===== config.mk =====
export PLATFORM = sky130hd
export DESIGN_NAME = pit_target
export DESIGN_NICKNAME = d
export VERILOG_FILES = /design/src/design/pit_pkg.sv /design/src/design/pit_fifo.sv /design/src/design/pit_target.sv
export SDC_FILE = /design/constraint.sdc
export NUM_CORES = 1
export LEC_CHECK = 0
export BUFFER_PORTS_ARGS = -buffer_cell sky130_fd_sc_hd__buf_2
export CELL_PAD_IN_SITES_DETAIL_PLACEMENT = 1
export CELL_PAD_IN_SITES_GLOBAL_PLACEMENT = 2
export CORE_UTILIZATION = 42
export DETAILED_ROUTE_END_ITERATION = 12
export HOLD_SLACK_MARGIN = 0.03
export PLACE_DENSITY = 0.82
export SYNTH_ARGS = -nofsm -noshare
export SYNTH_HDL_FRONTEND = slang
export SYNTH_SLANG_ARGS = --single-unit

===== constraint.sdc =====
create_clock -name core_clk -period 5.9 [get_ports core_clk]
set_input_delay 0.59 -clock core_clk [delete_from_list [all_inputs] [get_ports core_clk]]
set_output_delay 0.59 -clock core_clk [all_outputs]
set_load 0.02 [all_outputs]

===== src/design/pit_pkg.sv =====
/*
  Shared constants, types and helpers for the I2C target port of the
  power-management device: address table, filter and timing counts,
  FIFO shape and the packet state enumeration.
  Assumes a 20 MHz core clock; all cycle counts derive from it.
*/
`default_nettype none

package pit_pkg;

  // Core clock
  localparam int CLK_PERIOD_NS = 50;

  // Spike suppression on SCL and SDA
  localparam int SPIKE_MAX_NS = 50;
  // A level must persist longer than the widest spike
  localparam int FILT_CYC = SPIKE_MAX_NS / CLK_PERIOD_NS + 1;

  // Link timing limits of the 1 MHz mode
  localparam int SCL_MAX_KHZ = 1000;
  localparam int SCL_LOW_MIN_NS = 500;
  localparam int SCL_HIGH_MIN_NS = 260;
  localparam int SCL_LOW_CYC = SCL_LOW_MIN_NS / CLK_PERIOD_NS;
  localparam int SCL_HIGH_CYC = SCL_HIGH_MIN_NS / CLK_PERIOD_NS;

  // Selectable 7-bit target addresses
  localparam logic [6:0] TGT_ADDR_0 = 7'h25;
  localparam logic [6:0] TGT_ADDR_1 = 7'h27;
  localparam logic [6:0] TGT_ADDR_2 = 7'h67;
  localparam logic [6:0] TGT_ADDR_3 = 7'h6B;

  // Direction bit of the address byte
  localparam logic DIR_WRITE = 1'h0;
  localparam logic DIR_READ = 1'h1;

  // Byte framing
  localparam logic [3:0] BYTE_BITS = 4'h8;
  localparam logic [3:0] LAST_BIT = 4'h7;

  // Reset values
  localparam logic [7:0] INDEX_RESET = 8'h00;
  localparam logic [1:0] ADDR_SEL_RESET = 2'h0;

  // Write FIFO shape: {index, data}
  localparam int FIFO_WIDTH = 16;
  localparam int FIFO_DEPTH = 16;

  // Packet states
  typedef enum logic [3:0] {
    PIT_IDLE,
    PIT_ADDR,
    PIT_ADDR_ACK,
    PIT_INDEX,
    PIT_INDEX_ACK,
    PIT_WDATA,
    PIT_WDATA_ACK,
    PIT_RDATA,
    PIT_RDATA_ACK
  } pit_state_t;

  // Address selected by the factory index
  function automatic logic [6:0] pit_target_addr(input logic [1:0] sel);
    logic [6:0] a;
    a = TGT_ADDR_0;
    if (sel == 2'h1) begin
      a = TGT_ADDR_1;
    end else if (sel == 2'h2) begin
      a = TGT_ADDR_2;
    end else if (sel == 2'h3) begin
      a = TGT_ADDR_3;
    end
    return a;
  endfunction

endpackage

`default_nettype wire


===== src/design/pit_fifo.sv =====
/*
  Synchronous FIFO with valid/ready on both sides and a clear input.
  Assumes one clock; DEPTH is a power of two; output data is the
  flip-flop word at the read pointer.
*/
`timescale 1ns/1ps
`default_nettype none

module pit_fifo #(
  parameter int WIDTH = 16,
  parameter int DEPTH = 16
) (
  input wire logic core_clk,
  input wire logic reset_n,
  input wire logic clear,
  input wire logic in_valid,
  output logic in_ready,
  input wire logic [WIDTH-1:0] in_data,
  output logic out_valid,
  input wire logic out_ready,
  output logic [WIDTH-1:0] out_data
);

  localparam int PW = $clog2(DEPTH);
  localparam int CW = $clog2(DEPTH + 1);

  // Refuse shapes the pointer wrap cannot serve
  if (DEPTH < 2 || (DEPTH & (DEPTH - 1)) != 0 || WIDTH < 1) begin : g_bad_shape
    $error("pit_fifo: DEPTH must be a power of two >= 2");
  end

  typedef struct packed {
    logic [DEPTH-1:0][WIDTH-1:0] mem;
    logic [PW-1:0] wptr;
    logic [PW-1:0] rptr;
    logic [CW-1:0] count;
  } pit_fifo_state_t;

  pit_fifo_state_t st_reg;
  pit_fifo_state_t st_next;
  logic do_push;
  logic do_pop;

  // Honest flags from the occupancy count
  assign in_ready = (st_reg.count != CW'(DEPTH));
  assign out_valid = (st_reg.count != '0);
  assign out_data = st_reg.mem[st_reg.rptr];
  assign do_push = in_valid && in_ready;
  assign do_pop = out_valid && out_ready;

  // Next state
  always_comb begin
    st_next = st_reg;
    if (do_push) begin
      st_next.mem[st_reg.wptr] = in_data;
      st_next.wptr = st_reg.wptr + PW'(1);
    end
    if (do_pop) begin
      st_next.rptr = st_reg.rptr + PW'(1);
    end
    if (do_push && !do_pop) begin
      st_next.count = st_reg.count + CW'(1);
    end else if (do_pop && !do_push) begin
      st_next.count = st_reg.count - CW'(1);
    end
    if (clear) begin
      st_next.wptr = '0;
      st_next.rptr = '0;
      st_next.count = '0;
    end
  end

  // State register
  always_ff @(posedge core_clk) begin
    if (!reset_n) begin
      st_reg <= '0;
    end else begin
      st_reg <= st_next;
    end
  end

endmodule

`default_nettype wire


===== src/design/pit_target.sv =====
/*
  I2C target port of the power-management device. Samples SCL and SDA
  with the core clock, filters spikes, decodes start/stop, addresses and
  bytes, queues register writes in a FIFO and fetches read bytes from the
  register side.
  Assumes: SDA pulled up outside; the register side answers a read
  request with data in the same cycle as rd_req; state inputs come from core_clk logic.
*/
// Functional notes
// [RQ1] The port is a target only and answers one 7-bit address chosen by the factory index.
// [RQ2] The address is one of 0x25, 0x27, 0x67 or 0x6B, and all other addresses are ignored.
// [RQ3] The address byte holds the address in bits 7..1 and the direction in bit 0, 0 write and 1 read.
// [RQ4] There is no inactivity timeout, so an unfinished packet waits until a later event clears it.
// [RQ5] A start condition at any moment drops the packet in progress and restarts at the address phase.
// [RQ6] Entry into deep sleep, voltage fault or thermal fault resets the packet machine and discards it.
// [RQ7] In the device RESET state the port stays silent and never drives SDA.
// [RQ8] The port works at any SCL rate from 0 up to 1 MHz.
// [RQ9] Spikes of up to 50 ns on SCL or SDA are filtered and never seen as edges, starts or stops.
// [RQ10] SDA is only ever pulled low and SCL is only an input.
// [RQ11] Entering RESET returns the port's state to defaults and drops queued writes.
// [RQ12] The port stays alive in the sleep state.
// [RQ13] Only a matching address is acknowledged; the first write byte is the index, later bytes data.
// [RQ14] A read is an index write, repeated start and read address; the master ends it with a nack and stop.
`timescale 1ns/1ps
`default_nettype none

module pit_target
  import pit_pkg::*;
#(
  parameter int DEPTH = FIFO_DEPTH
) (
  input wire logic core_clk,
  input wire logic reset_n,
  input wire logic scl_in,
  input wire logic sda_in,
  output logic sda_out,
  output logic sda_oe_n,
  input wire logic [1:0] factory_configuration_index,
  input wire logic dev_in_reset,
  input wire logic deep_low_power_mode,
  input wire logic voltage_fault_state,
  input wire logic thermal_fault_state,
  output logic wr_valid,
  input wire logic wr_ready,
  output logic [7:0] wr_index,
  output logic [7:0] wr_data,
  output logic rd_req,
  output logic [7:0] rd_index,
  input wire logic [7:0] rd_data,
  output logic busy
);

  // The filter counter is two bits wide
  if (FILT_CYC < 2 || FILT_CYC > 3) begin : g_bad_filter
    $error("pit_target: filter length out of range");
  end

  localparam logic [1:0] FILT_LAST = 2'(FILT_CYC - 1);

  typedef struct packed {
    logic scl_s1;
    logic scl_s2;
    logic sda_s1;
    logic sda_s2;
    logic scl_f;
    logic sda_f;
    logic [1:0] scl_cnt;
    logic [1:0] sda_cnt;
    logic [2:0] flt_prev;
    logic [1:0] addr_sel;
    logic strap_done;
    pit_state_t state;
    logic [3:0] bitcnt;
    logic [7:0] shreg;
    logic rw;
    logic [7:0] index;
    logic [7:0] rd_buf;
    logic rd_req;
    logic sda_drv;
    logic push_valid;
    logic [15:0] push_word;
  } pit_state_reg_t;

  pit_state_reg_t st_reg;
  pit_state_reg_t st_next;

  logic scl_acc;
  logic sda_acc;
  logic scl_rise;
  logic scl_fall;
  logic start_det;
  logic stop_det;
  logic flt_entry;
  logic fifo_in_ready;
  logic [15:0] fifo_out;

  ////////////////////////////////////////////////////////////////////////
  // Pin sampling and spike filter

  // Accept a new level only after it persists past the spike width
  assign scl_acc = (st_reg.scl_s2 != st_reg.scl_f) && (st_reg.scl_cnt == FILT_LAST); // [RQ9]
  assign sda_acc = (st_reg.sda_s2 != st_reg.sda_f) && (st_reg.sda_cnt == FILT_LAST); // [RQ9]

  // Edges and bus conditions from filtered levels, no rate floor [RQ8]
  assign scl_rise = scl_acc && st_reg.scl_s2;
  assign scl_fall = scl_acc && !st_reg.scl_s2;
  assign start_det = sda_acc && !st_reg.sda_s2 && st_reg.scl_f && !scl_acc;
  assign stop_det = sda_acc && st_reg.sda_s2 && st_reg.scl_f && !scl_acc;

  // Entry into a state that must flush the port
  assign flt_entry = |({deep_low_power_mode, voltage_fault_state, thermal_fault_state} & ~st_reg.flt_prev);

  ////////////////////////////////////////////////////////////////////////
  // Next state

  always_comb begin
    st_next = st_reg;
    st_next.rd_req = 1'b0;
    st_next.push_valid = 1'b0;

    // Two-stage synchronisers
    st_next.scl_s1 = scl_in;
    st_next.scl_s2 = st_reg.scl_s1;
    st_next.sda_s1 = sda_in;
    st_next.sda_s2 = st_reg.sda_s1;

    // Persistence counters
    if (st_reg.scl_s2 == st_reg.scl_f || scl_acc) begin
      st_next.scl_cnt = 2'h0;
    end else begin
      st_next.scl_cnt = st_reg.scl_cnt + 2'h1;
    end
    if (scl_acc) begin
      st_next.scl_f = st_reg.scl_s2;
    end
    if (st_reg.sda_s2 == st_reg.sda_f || sda_acc) begin
      st_next.sda_cnt = 2'h0;
    end else begin
      st_next.sda_cnt = st_reg.sda_cnt + 2'h1;
    end
    if (sda_acc) begin
      st_next.sda_f = st_reg.sda_s2;
    end

    st_next.flt_prev = {deep_low_power_mode, voltage_fault_state, thermal_fault_state};

    // Factory index caught after reset and during device RESET
    if (dev_in_reset || !st_reg.strap_done) begin
      st_next.addr_sel = factory_configuration_index; // [RQ1]
      st_next.strap_done = 1'b1;
    end

    // Read data is taken in the same cycle as rd_req
    if (st_reg.rd_req) begin
      st_next.rd_buf = rd_data;
    end

    // Packet machine; no timer anywhere, waits on bus events, device RESET or state entry [RQ4]
    if (dev_in_reset) begin
      st_next.state = PIT_IDLE; // [RQ7] [RQ11]
      st_next.sda_drv = 1'b0;
      st_next.bitcnt = 4'h0;
      st_next.index = INDEX_RESET;
    end else if (flt_entry) begin
      st_next.state = PIT_IDLE; // [RQ6]
      st_next.sda_drv = 1'b0;
      st_next.bitcnt = 4'h0;
    end else if (start_det) begin
      st_next.state = PIT_ADDR; // [RQ5]
      st_next.sda_drv = 1'b0;
      st_next.bitcnt = 4'h0;
    end else if (stop_det) begin
      st_next.state = PIT_IDLE;
      st_next.sda_drv = 1'b0;
      st_next.bitcnt = 4'h0;
    end else begin
      case (st_reg.state)
        PIT_ADDR, PIT_INDEX, PIT_WDATA: begin
          if (scl_rise) begin
            st_next.shreg = {st_reg.shreg[6:0], st_reg.sda_f};
            st_next.bitcnt = st_reg.bitcnt + 4'h1;
          end else if (scl_fall && st_reg.bitcnt == BYTE_BITS) begin
            st_next.bitcnt = 4'h0;
            if (st_reg.state == PIT_ADDR) begin
              // Address in bits 7..1, direction in bit 0 [RQ3]
              if (st_reg.shreg[7:1] == pit_target_addr(st_reg.addr_sel)) begin
                st_next.rw = st_reg.shreg[0]; // [RQ2] [RQ13]
                st_next.sda_drv = 1'b1;
                st_next.state = PIT_ADDR_ACK;
              end else begin
                st_next.state = PIT_IDLE; // [RQ2]
              end
            end else if (st_reg.state == PIT_INDEX) begin
              st_next.index = st_reg.shreg; // [RQ13]
              st_next.sda_drv = 1'b1;
              st_next.state = PIT_INDEX_ACK;
            end else if (fifo_in_ready) begin
              st_next.push_valid = 1'b1; // [RQ13]
              st_next.push_word = {st_reg.index, st_reg.shreg};
              st_next.index = st_reg.index + 8'h01;
              st_next.sda_drv = 1'b1;
              st_next.state = PIT_WDATA_ACK;
            end else begin
              st_next.state = PIT_IDLE; // Full queue: nack the byte
            end
          end
        end
        PIT_ADDR_ACK, PIT_RDATA_ACK: begin
          if (scl_rise) begin
            if (st_reg.state == PIT_RDATA_ACK && st_reg.sda_f) begin
              st_next.state = PIT_IDLE; // [RQ14]
            end else if (st_reg.rw == DIR_READ) begin
              st_next.rd_req = 1'b1; // [RQ14]
            end
          end else if (scl_fall) begin
            st_next.bitcnt = 4'h0;
            if (st_reg.rw == DIR_READ) begin
              // First read bit goes out on this falling edge
              st_next.shreg = st_reg.rd_buf;
              st_next.sda_drv = !st_reg.rd_buf[7];
              st_next.index = st_reg.index + 8'h01;
              st_next.state = PIT_RDATA;
            end else begin
              st_next.sda_drv = 1'b0;
              st_next.state = PIT_INDEX;
            end
          end
        end
        PIT_INDEX_ACK, PIT_WDATA_ACK: begin
          if (scl_fall) begin
            st_next.sda_drv = 1'b0;
            st_next.state = PIT_WDATA;
          end
        end
        PIT_RDATA: begin
          if (scl_fall) begin
            if (st_reg.bitcnt == LAST_BIT) begin
              st_next.bitcnt = 4'h0;
              st_next.sda_drv = 1'b0;
              st_next.state = PIT_RDATA_ACK;
            end else begin
              st_next.bitcnt = st_reg.bitcnt + 4'h1;
              st_next.shreg = {st_reg.shreg[6:0], 1'b0};
              st_next.sda_drv = !st_reg.shreg[6];
            end
          end
        end
        default: begin
          st_next.sda_drv = 1'b0;
        end
      endcase
    end
  end

  ////////////////////////////////////////////////////////////////////////
  // State register

  always_ff @(posedge core_clk) begin
    if (!reset_n) begin
      st_reg <= '0;
      st_reg.scl_s1 <= 1'b1;
      st_reg.scl_s2 <= 1'b1;
      st_reg.sda_s1 <= 1'b1;
      st_reg.sda_s2 <= 1'b1;
      st_reg.scl_f <= 1'b1;
      st_reg.sda_f <= 1'b1;
      st_reg.addr_sel <= ADDR_SEL_RESET;
      st_reg.index <= INDEX_RESET;
      st_reg.state <= PIT_IDLE;
    end else begin
      st_reg <= st_next;
    end
  end

  ////////////////////////////////////////////////////////////////////////
  // Write queue toward the register side

  pit_fifo #(
    .WIDTH(FIFO_WIDTH),
    .DEPTH(DEPTH)
  ) u_fifo (
    .core_clk(core_clk),
    .reset_n(reset_n),
    .clear(dev_in_reset), // [RQ11]
    .in_valid(st_reg.push_valid),
    .in_ready(fifo_in_ready),
    .in_data(st_reg.push_word),
    .out_valid(wr_valid),
    .out_ready(wr_ready),
    .out_data(fifo_out)
  );

  ////////////////////////////////////////////////////////////////////////
  // Outputs

  // Open drain: only low is driven; sleep does not gate the port [RQ10] [RQ12]
  assign sda_out = 1'b0;
  assign sda_oe_n = !st_reg.sda_drv;
  assign wr_index = fifo_out[15:8];
  assign wr_data = fifo_out[7:0];
  assign rd_req = st_reg.rd_req;
  assign rd_index = st_reg.index;
  assign busy = (st_reg.state != PIT_IDLE);

endmodule

`default_nettype wire


* Word level (Yosys, flattened, before mapping)
Index checks and enable logic that the tools add are counted.
** Cells by class
- Add/sub/neg operators :: 8
- $lt $le $gt $ge :: 3
- Equal/unequal tests :: 45
- Muxes and demuxes :: 66
- Bitwise operators :: 13
- Reduce and logical (&&, ||, !) cells :: 55
** Operators by type and width (count)
- bitwise mux 256 bit :: 1
- two-way mux 8 bit :: 12
- two-way mux 7 bit :: 11
- binary-select mux 16 bit (select 4 bit) :: 1
- demux 16 bit (select 4 bit) :: 1
- two-way mux 16 bit :: 4
- two-way mux 18 bit :: 3
- two-way mux 4 bit :: 9
- case mux 12 bit (3 select lines) :: 1
- two-way mux 17 bit :: 2
- AND reduction 8 bit :: 3
- inequality test 2 bit, second input constant :: 11
- AND reduction 11 bit :: 2
- equality test 4 x 3 -> 1 bit, second input constant :: 5
- two-way mux 5 bit :: 4
- inequality test 4 bit, second input constant :: 5
- logical AND 1 bit :: 17
- case mux 4 bit (4 select lines) :: 1
- case mux 8 bit (2 select lines) :: 1
- inequality test 5 bit, second input constant :: 3
- adder 4 x 1 -> 4 bit, second input constant :: 3
- two-way mux 12 bit :: 1
- inequality test 3 bit, second input constant :: 4
- OR reduction 12 bit :: 1
- other kinds (38) :: 84
** Storage, ports and cells
- Flip-flop bits (word level) :: 337
- Input port bits :: 19
- Output and inout bits :: 29
- Word-level logic and storage cells :: 231

* Logic depth before layout (Yosys ltp)
Gate-level depths: netlist of run 1.
- Word-level depth :: 20
- Depth in mapped cells :: 12
- Gate-level depth less buffers :: 11

* Hierarchy
From an unflattened synthesis of run 1, not the netlist that was laid out.
** Second synthesis, totals
- Cells, all modules :: 1481
- Area total of the unflattened synthesis :: 16336.9 sq um
** Modules (own cells, without submodules)
- pit_fifo :: instances 1, cells each 1080, area an instance 12791.0 sq um, sequential area each 5385.2 sq um
- pit_target :: instances 1, cells each 401, area an instance 3545.9 sq um, sequential area each 1361.3 sq um

* Worst setup path after synthesis of run 1
No wires, ideal clock.
- Kind :: register -> register
- Start point :: register u_fifo.st_reg[0] (netlist name)
- End point :: register u_fifo.st_reg[4] (netlist name)
- Library setup time :: 0.070 ns
- Arrival time :: 2.725 ns
- Required time :: 5.830 ns
- Path slack :: 3.105 ns
- Stages on the path, launching flop included :: 12
- Path buffers :: 0
- Clock period less this slack :: 2.795 ns
- Path through :: dfxtp_1 or4_1 o21a_1 inv_1 ha_1 inv_1 fa_1 a21o_1 a21oi_1 xnor2_1 or3_1 a21oi_1
** On the way
- Longest elaborated chain between the ends :: 5
- Elaborated cells between the ends (all ways) :: 13
- Classes of those cells :: add/sub (2); eq/ne (1); mux (2); reduce/logical (8)
** Ends and longest elaborated chain
- start: declaration :: line pit_fifo.sv:39 : pit_fifo_state_t st_reg;
- start signal: assignment :: line pit_fifo.sv:78 : st_reg <= st_next;
- parallel branches: the longest is 5 deep, another holds subtractor 5 x 1 -> 5 bit
Several ways; the timed one is not identified. The select of a mux whose other input is x is not followed.
A chain may end at the register's enable or synchronous reset.

* Worst setup path in the final report of run 1
- Start point :: register u_fifo.st_reg[5] (netlist name)
- End point :: output port wr_index[1]
** On the way
- Longest elaborated chain between the ends :: 2
** Ends and longest elaborated chain
- binary-select mux 16 bit (select 4 bit) :: line pit_fifo.sv:47 : assign out_data = st_reg.mem[st_reg.rptr];
- two-way mux 16 bit (not written as such) :: line pit_fifo.sv:47
- end: declaration :: line pit_target.sv:45 : output logic [7:0] wr_index,
Every way passes these cells. The select of a mux whose other input is x is not followed.

==> impl_metrics.ini, run 1 <==
[floorplanning]
die_w_microns = 193
row_count = 69
fp.dieH_microns = 193
start_util = 0.428
core_region_area_sq_um = 35700
num_io_pins = 48
dieArea_sq_um = 37100

[setup_path]
path_class = reg -> out
max_stage_delay_ns = 1.01
crit_arrival_ns = 3.30
critPathBufInv = 2
cp_max_fo = 48
cpLargestDelayFamily = multiplexers
end_kind = primary output
r2r-end = u_fifo.st_reg[4]$_SDFFE_PP0P_
cp_common_cell = mux4_2
cpMaxStageDelayCell = dfxtp_4
r2r_start = u_fifo.st_reg[0]$_SDFFE_PP0P_
startpoint_type = register
rr_worst_depth = 11
critPathRequiredTime_ns = 5.31
path_cells = buf_4 -> mux4_2 -> mux4_2 -> buf_2
r2r_setup_slack_ns = 2.84

[routing]
drc = 0
highest_layer = met4
drt_wl_total_mm = 49.3
wl_met2_mm = 24.4
via_per_inst = 5.83
met1_length_mm = 21.4
drtIter0Drc = 771
dr.pass1.iters = 5
num_vias = 12700
met3_length_mm = 2.16
ant_nets = 0
wl_per_cell_microns = 22.6

[clock_tree]
cts_tree = yes
ctsHoldBuffers = 0
htree_levels = 2
ctsResizeCount = 0
cts_buffer_depth = 3
cts_root_buf = clkbuf_16
clock-sinks = 337
postCtsSetupRepairBufs = 0
path_clk_slew_ns = 0.06
numCtsBuffers = 40
clk_latency_ns = 0.54

[cells_and_area]
area_growth_pct = 8.53
final_common_cell = nand2_1
drive_above_1_share = 0.119
largest_reg_flops = 269
antenna_cells = 0
finish.instance_area_sq_um = 16600
fin_cells = 2179
layout.nets = 1730
final_cell_mix = nand2_1 (534), dfxtp_1 (335), a21oi_1 (301)

[sta]
rsz0062_at_grt = no
min_period_ns = 3.89
drv_slew = 0
clock_skew_ns = 0.0104
fin_crit_sh = 0.660
slew_headroom = 0.147
max_slew.worst_pin.slew_ns = 1.27
hold_viol = 0
setup_viol = 0
tns_ns = 0
fmax_mhz = 257

[global_routing]
grt_pass1_vias = 12700
grt_max_degree = 170
grt_overflow = 0
grt_pass1_wl_mm = 76.0
grtUsageTotal = 0.270
antenna_found_initial = 1

[synth]
syn_inst = 1781
synthXorXnorAreaFrac = 0.00861
synth.top_cells.by_area = dfxtp_1 (44%), nand2_1 (13%), mux4_2 (12%)
synth_nets = 1815
async_flop_share = 0
synth_top_family_by_area = simple AND/OR/NAND/NOR gates
yosysUniqueCellTypes = 74
synth-edff-count = 0
synth.top_cell.area_share = 0.442
synth-simple-area-share = 0.205
avgSynthCellArea_sq_um = 8.57
yosys.area_share.adder = 0.0128
syn_area_sq_um = 15300
synthFlopType = dfxtp_1
yosys_register_bits = 337
ys_warn_count = 0
synth_area_leader_cell = dfxtp_1
synth_compound_area_frac = 0.140
synth.area.mux_share = 0.134
yosysSeqAreaShare = 0.442

[worst_hold_path]
hold_depth = 2
worstHoldPathType = in -> reg
hp-start = scl_in
min_to = st_next[66]$_SDFF_PN1_

[power]
max-vdd-ir-drop_uv = 161
power.density_nw_per_um2 = 283
p_total_mw = 4.68
p_leak_nw = 5.33

[placed_design]
dp_hpwl_mm = 30.2
globalplace.congestion = 0.835
placed_area_sq_um = 15400
portBuffers = 46
place_inst = 2115

[run]
cap_violations = 0

[outcome]
status = completed
[metal layers]
metal	global-route usage	up-vias
li1	-	5959
met5	0	-
met2	0.459	299
met4	0.0860	0
met1	0.357	6364
met3	0.0322	87
[where the power goes]
part / switching, mW / internal [mW] / total (mW)
Combinational: 0.0602 / 0.0182 / 0.0784
Clock: 0.945 / 1.37 / 2.32
Sequential: 0.00517 / 2.28 / 2.29
Total: 1.01 / 3.67 / 4.68
[how the worst max path moves through the flow]
stage | from | to | slack [ns] | depth (start not counted)
floorplan | u_fifo.st_reg[0]$_SDFFE_PP0P_ | u_fifo.st_reg[4]$_SDFFE_PP0P_ | 3.10 | 11
global placement | u_fifo.st_reg[5]$_SDFFE_PP0P_ | wr_index[2] | 2.49 | 4
detailed placement | u_fifo.st_reg[5]$_SDFFE_PP0P_ | wr_index[2] | 2.46 | 4
CTS | u_fifo.st_reg[5]$_SDFFE_PP0P_ | wr_index[2] | 1.89 | 4
global route | u_fifo.st_reg[5]$_SDFFE_PP0P_ | wr_index[2] | 1.77 | 4
finish | u_fifo.st_reg[5]$_SDFFE_PP0P_ | wr_index[1] | 2.01 | 4
[metrics by stage]
| stage | utilization | setup slack (ns) | hold WS (ns) |
|---|---|---|---|
| floorplan | - | 3.10 | 0.386 |
| global placement | 0.431 | 2.49 | 0.389 |
| detailed placement | 0.431 | 2.46 | 0.396 |
| CTS | 0.464 | 1.89 | 0.224 |
| global route | 0.464 | 1.77 | 0.236 |
| finish | 0.464 | 2.01 | 0.244 |
[layout make-up]
type,count,area [sq um]
Clock buffer,60,1150
Inverter,19,78.8
Tap cell,461,577
Clock inverter,4,47.5
Multi-Input combinational cell,1244,7650
Fill cell,4156,19100
Timing Repair Buffer,54,303
Sequential cell,337,6750
[Yosys cell counts, drive strengths merged (3+ instances only)]
master,number
and3,17
xnor2,7
nor3b,4
nand3,18
a22oi,4
o21ai,19
xor2,8
nand2b,9
o31ai,19
nor3,7
and2,4
nor2b,4
a31oi,6
nand4,25
ha,14
nand2,534
dfxtp,337
clkbuf,112
and3b,4
or3,15
and4,4
buf,69
nand3b,6
o32ai,6
nor4,10
a211oi,3
inv,18
mux4,80
mux2i,22
nor2,47
o22ai,3
a21oi,301
[cell families after synthesis]
group | after synthesis
AOI/OAI and AO/OA | 387
xor gates and xnor gates | 15
adders and majority gates | 15
buffers and inverters | 200
DFF | 337
muxes | 104
other | 1
and+or+nand+nor | 722
Power figures use the tool's default switching activity.
==> run 2, diff against run 1 <==
- CORE_UTILIZATION: 42 -> 35
- PLACE_DENSITY: 0.82 -> 0.73
- clock period: 5.9 -> 3.4 ns (I/O delays scaled with it)
==> run 2 against run 1 <==
Effect of this change: global-route usage decreased by 5.2 points; clock skew increased by 0.00090 ns; sequential share of layout area decreased by 1.8 points; die area increased by 20%; setup slack got worse by 1.7 ns; routed wire length decreased by 3.4%; register-to-register slack got worse by 2.5 ns; power increased by 83%; clock power increased by 91%; combinational power increased by 99%; utilization decreased by 6.3 points; clock-buffer cell count increased by 5.
==> impl_metrics.ini, run 2 (same netlist as run 1, synthesis figures left out) <==
[routing]
drc = 0
ant_nets = 0
wl_per_cell_microns = 20.2
drt_wl_total_mm = 47.7
dr.pass1.iters = 4
highest_layer = met4
num_vias = 12600
wl_met2_mm = 23.6
drtIter0Drc = 677
via_per_inst = 5.36
met3_length_mm = 1.40
met1_length_mm = 21.7

[cells_and_area]
antenna_cells = 0
drive_above_1_share = 0.140
final_cell_mix = nand2_1 (534), dfxtp_1 (335), a21oi_1 (301)
area_growth_pct = 13.4
largest_reg_flops = 269
final_common_cell = nand2_1
layout.nets = 1780

[sta]
holdWs_ns = 0.101
layout_setup_ws_ns = 0.288
slew_headroom = 0.267
setup_viol = 0
fin_crit_sh = 0.915
max_slew.worst_pin.slew_ns = 1.10
rsz0062_at_grt = no
clock_skew_ns = 0.0113
fmax_mhz = 321
min_period_ns = 3.11
hold_viol = 0
drv_slew = 0
tns_ns = 0

[power]
power_switching_share = 0.217
power.density_nw_per_um2 = 494
max-vdd-ir-drop_uv = 288
p_leak_nw = 5.64
pwr-share-comb = 0.018
p_int_mw = 6.70
p_switching_mw = 1.85
pwr-share-seq = 0.464
clock_power_share = 0.518

[clock_tree]
cts_root_buf = clkbuf_16
cts_tree = yes
path_clk_slew_ns = 0.06
clock-sinks = 337
cts_buffer_depth = 3
ctsResizeCount = 0
clk_latency_ns = 0.56
htree_levels = 2
numCtsBuffers = 41

[outcome]
status = completed

[setup_path]
cp_max_fo = 16
r2r-end = u_fifo.st_reg[4]$_SDFFE_PP0P_
cp_common_cell = mux4_2
cpLargestDelayFamily = multiplexers
r2r_start = u_fifo.st_reg[0]$_SDFFE_PP0P_
crit_arrival_ns = 2.77
path_class = reg -> out
critPathRequiredTime_ns = 3.06
r2r_setup_slack_ns = 0.32
startpoint_type = register
path_cells = buf_4 -> mux4_2 -> mux4_2 -> buf_2
critPathBufInv = 2
cpMaxStageDelayCell = mux4_2
end_kind = primary output
rr_worst_depth = 11
max_stage_delay_ns = 0.58
setup.worst_path.start = u_fifo.st_reg[5]$_SDFFE_PP0P_

[global_routing]
grt_overflow = 0
grt_max_degree = 130
grtUsageTotal = 0.218
grt_pass1_vias = 12900
antenna_found_initial = 0
grt_pass1_wl_mm = 75.2

[floorplanning]
start_util = 0.354
fp.dieH_microns = 211
die_w_microns = 211
num_io_pins = 48
row_count = 76
dieArea_sq_um = 44400
core_region_area_sq_um = 43100

[worst_hold_path]
min_to = st_reg[52]$_SDFFE_PN0P_
hp-start = reset_n
hold_depth = 1
worstHoldPathType = in -> reg

[placed_design]
globalplace.congestion = 0.798
dp_slack_ns = 0.312
dp_hpwl_mm = 31.1
portBuffers = 46

[run]
cap_violations = 0
==> run 2: power by group through the flow <==
stage / Clock, mW / Sequential (mW) / Combinational (mW)
5_1_grt: 4.70 / 3.96 / 0.172
3_3_place_gp: 0 / 4.05 / 0.144
6_report: 4.43 / 3.96 / 0.156
3_5_place_dp: 0 / 4.05 / 0.146
4_1_cts: 4.55 / 3.96 / 0.159
2_1_floorplan: 0 / 4.05 / 0.101
==> run 2: worst register-to-register path, cell delays in order, from the launching register on <==
cell     delay (ns)
dfxtp_1        0.38
or4_1          0.53
o21a_1         0.23
inv_1          0.12
ha_1           0.20
inv_1          0.12
fa_1           0.48
a21o_1         0.18
a21oi_1        0.21
xnor2_1        0.10
or3_1          0.31
a21oi_1        0.15
==> run 2: final cells by class <==
| cell class | count | area (sq um) |
|---|---|---|
| clock buffers | 65 | 1270 |
| multi-input cells | 1244 | 7650 |
| clock inverters | 6 | 83.8 |
| well taps | 585 | 732 |
| flip-flops and latches | 337 | 6750 |
| repair buffers | 103 | 733 |
| fillers | 4951 | 25800 |
| inverters | 19 | 78.8 |
==> run 2: per-stage QoR <==
stage           util  instance area [sq um]  instances  total power [mW]
2_1_floorplan      -                  15300       1781              4.15
3_3_place_gp   0.367                  15800       2273              4.19
3_5_place_dp   0.367                  15800       2273              4.20
4_1_cts        0.402                  17300       2359              8.67
5_1_grt        0.402                  17300       2359              8.83
6_report       0.402                  17300       2359              8.55
==> run 2: how the worst max path moves through the flow <==
stage	endpoint	slack, ns	cells after the start
2_1_floorplan	u_fifo.st_reg[4]$_SDFFE_PP0P_	0.60	11
3_3_place_gp	u_fifo.st_reg[4]$_SDFFE_PP0P_	0.42	11
3_5_place_dp	u_fifo.st_reg[4]$_SDFFE_PP0P_	0.31	11
4_1_cts	wr_index[0]	0.21	4
5_1_grt	u_fifo.st_reg[4]$_SDFFE_PP0P_	0.09	11
6_report	wr_index[0]	0.29	4
==> run 2: per-layer routing <==
metal / track usage / vias to the layer above
met5: 0 / -
met4: 0.0595 / 0
met3: 0.0318 / 60
met2: 0.377 / 178
met1: 0.282 / 6346
li1: - / 6052
==> run 2: what timing repair did <==
| item | CTS | global route |
|---|---|---|
| endpoints found under the hold margin | 15 | 0 |
| hold buffers | 15 | 0 |
| setup endpoints to repair | 0 | 0 |
| buffers inserted | 0 | 0 |
==> run 3, diff against run 2 <==
- ABC_CLOCK_PERIOD_IN_PS: default -> 3400
- CORE_UTILIZATION: 35 -> 38
- PLACE_DENSITY: 0.73 -> 0.72
- SYNTH_HIERARCHICAL: default -> 1
==> run 3 against run 2 <==
Effect of this change: die area decreased by 1.4%; sequential power about the same; design area increased by 6.9%; non-clock buffer count increased by 1; combinational power increased by 4%; fmax increased by 6.0%; cell count decreased by 12%; setup slack improved by 0.18 ns; utilization increased by 3.7 points; clock power increased by 4%; largest power group unchanged.
==> impl_metrics.ini, run 3 <==
[synth]
synthFlopType = dfxtp_1
yosys_register_bits = 337
ys_warn_count = 6
netlist_top_cells_count = dfxtp_1 (337), mux2i_1 (294), nor2b_1 (263)
synth_nets = 1516
yosysMostFrequentCell = dfxtp_1
syn_area_sq_um = 16300
yosysSeqAreaShare = 0.413
async_flop_share = 0
yosysUniqueCellTypes = 74
synth.top_cells.by_area = dfxtp_1 (41%), mux2i_1 (18%), nor2b_1 (10%)
synth_area_leader_cell = dfxtp_1
synth-edff-count = 0
avgSynthCellArea_sq_um = 11.0
syn_inst = 1481
synth.top_cell.area_share = 0.413

[cells_and_area]
seqCellArea_sq_um = 6760
final_common_cell = dfxtp_1
largest_reg_flops = 269
antenna_cells = 0
nFillCells = 4512
drive_above_1_share = 0.170
finish.instance_area_sq_um = 18500
multiInputGateArea_sq_um = 8800
final_cell_mix = dfxtp_1 (334), mux2i_1 (294), nor2b_1 (261)
layout.nets = 1539
area_growth_pct = 13.2

[global_routing]
grt_overflow = 0
antenna_found_initial = 0
grt_max_degree = 103
grt_pass1_wl_mm = 68.4
grtUsageTotal = 0.200
grt_pass1_vias = 11600

[floorplanning]
row_count = 75
die_w_microns = 209
num_io_pins = 48
fp.dieH_microns = 209
core_region_area_sq_um = 42100
dieArea_sq_um = 43800
start_util = 0.388

[clock_tree]
clock-sinks = 337
cts_root_buf = clkbuf_16
ctsResizeCount = 0
htree_levels = 2
path_clk_slew_ns = 0.06
clk_latency_ns = 0.56
cts_buffer_depth = 3
numCtsBuffers = 40
cts_tree = yes

[routing]
drtIter0Drc = 589
ant_nets = 0
drc = 0
via_per_inst = 5.32
wl_per_cell_microns = 20.8
dr.pass1.iters = 4
drt_wl_total_mm = 43.1
num_vias = 11000

[setup_path]
critPathRequiredTime_ns = 3.06
cp_max_fo = 22
crit_arrival_ns = 2.60
r2r_setup_slack_ns = 0.64
startpoint_type = register
end_kind = primary output
path_class = reg -> out

[power]
power.density_nw_per_um2 = 472
p_leak_nw = 5.88
p_total_mw = 8.72
max-vdd-ir-drop_uv = 341

[sta]
fin_crit_sh = 0.863
setup_viol = 0
clock_skew_ns = 0.0210
fmax_mhz = 341
drv_slew = 0
rsz0062_at_grt = no
hold_viol = 0
min_period_ns = 2.94
max_slew.worst_pin.slew_ns = 0.942
slew_headroom = 0.371
tns_ns = 0

[placed_design]
placed_area_sq_um = 16900
portBuffers = 46
globalplace.congestion = 0.765
dp_hpwl_mm = 27.4

[outcome]
status = completed

[worst_hold_path]
worstHoldPathType = in -> reg

[run]
cap_violations = 0
-- run 3: cell count changes in the layout (fill, tap and decap cells not counted), sizes merged, moves of 16 or more --
cell and delta:
mux4 -16, nor2b +259, nand2 -500, nand4 -23, a2111oi +16, a22oi +30, mux2i +272, a21oi -265
-- run 3: final timing paths --
| path | start | end | depth (start not counted) |
|---|---|---|---|
| min | reset_n | st_reg[52]$_SDFFE_PN0P_ | 1 |
| max | u_fifo/st_reg[6]$_SDFFE_PP0P_ | wr_index[6] | 5 |
| min reg2reg | st_next[66]$_SDFF_PN1_ | st_reg[66]$_SDFF_PN1_ | 1 |
| max reg2reg | u_fifo/st_reg[0]$_SDFFE_PP0P_ | u_fifo/st_reg[4]$_SDFFE_PP0P_ | 9 |
-- run 3: critical path: stages, from the launching register on --
cell,delay [ns]
dfxtp_4,0.61
buf_4,0.39
mux4_2,0.37
a22oi_1,0.33
nand2_1,0.12
buf_2,0.17
-- run 3: final cells by class --
cell class | count | share of cell area
clock buffer | 53 | 0.0634
clock inverter | 20 | 0.0135
inverter | 23 | 0.00467
multi-input combinational | 998 | 0.476
sequential | 337 | 0.365
tap | 539 | 0.0365
timing repair buffer | 104 | 0.0411
-- run 3: through the flow --
stage	instances	util	hold slack, ns	worst slack (ns)
floorplan	1481	-	0.386	0.915
CTS	2074	0.439	0.101	0.425
global placement	1986	0.402	0.398	0.665
finish	2074	0.439	0.117	0.465
detailed placement	1986	0.402	0.400	0.634
global route	2074	0.439	0.119	0.384
-- run 3: cells by family after synthesis --
family,after synthesis,synth area share
AND/OR/NAND/NOR,440,0.156
other,1,0.000230
multiplexers,358,0.268
adder cells (fa/ha/maj),16,0.0127
flip-flops,337,0.413
buffers and inverters,146,0.0489
XOR/XNOR,14,0.00751
AO/OA/AOI/OAI,169,0.0931
-- run 3: where the power goes --
part / switching [mW] / internal, mW / total [mW]
logic: 0.0849 / 0.0784 / 0.163
clock network: 1.78 / 2.82 / 4.60
registers: 0.00677 / 3.96 / 3.96
total: 1.87 / 6.85 / 8.72
-- run 3: what timing repair did --
item                                   CTS  global route
endpoints found under the hold margin   15             0
buffers inserted                         0             0
hold buffers                            15             0
-- run 3: metal layers --
metal,share of wire,GRT usage,wire [microns],vias to the layer above
met4,0.021,0.0553,911,0
met3,0.028,0.0326,1220,63
li1,-,-,-,5321
met1,0.47,0.264,20200,5540
met2,0.48,0.336,20800,113
met5,0,0,0,-
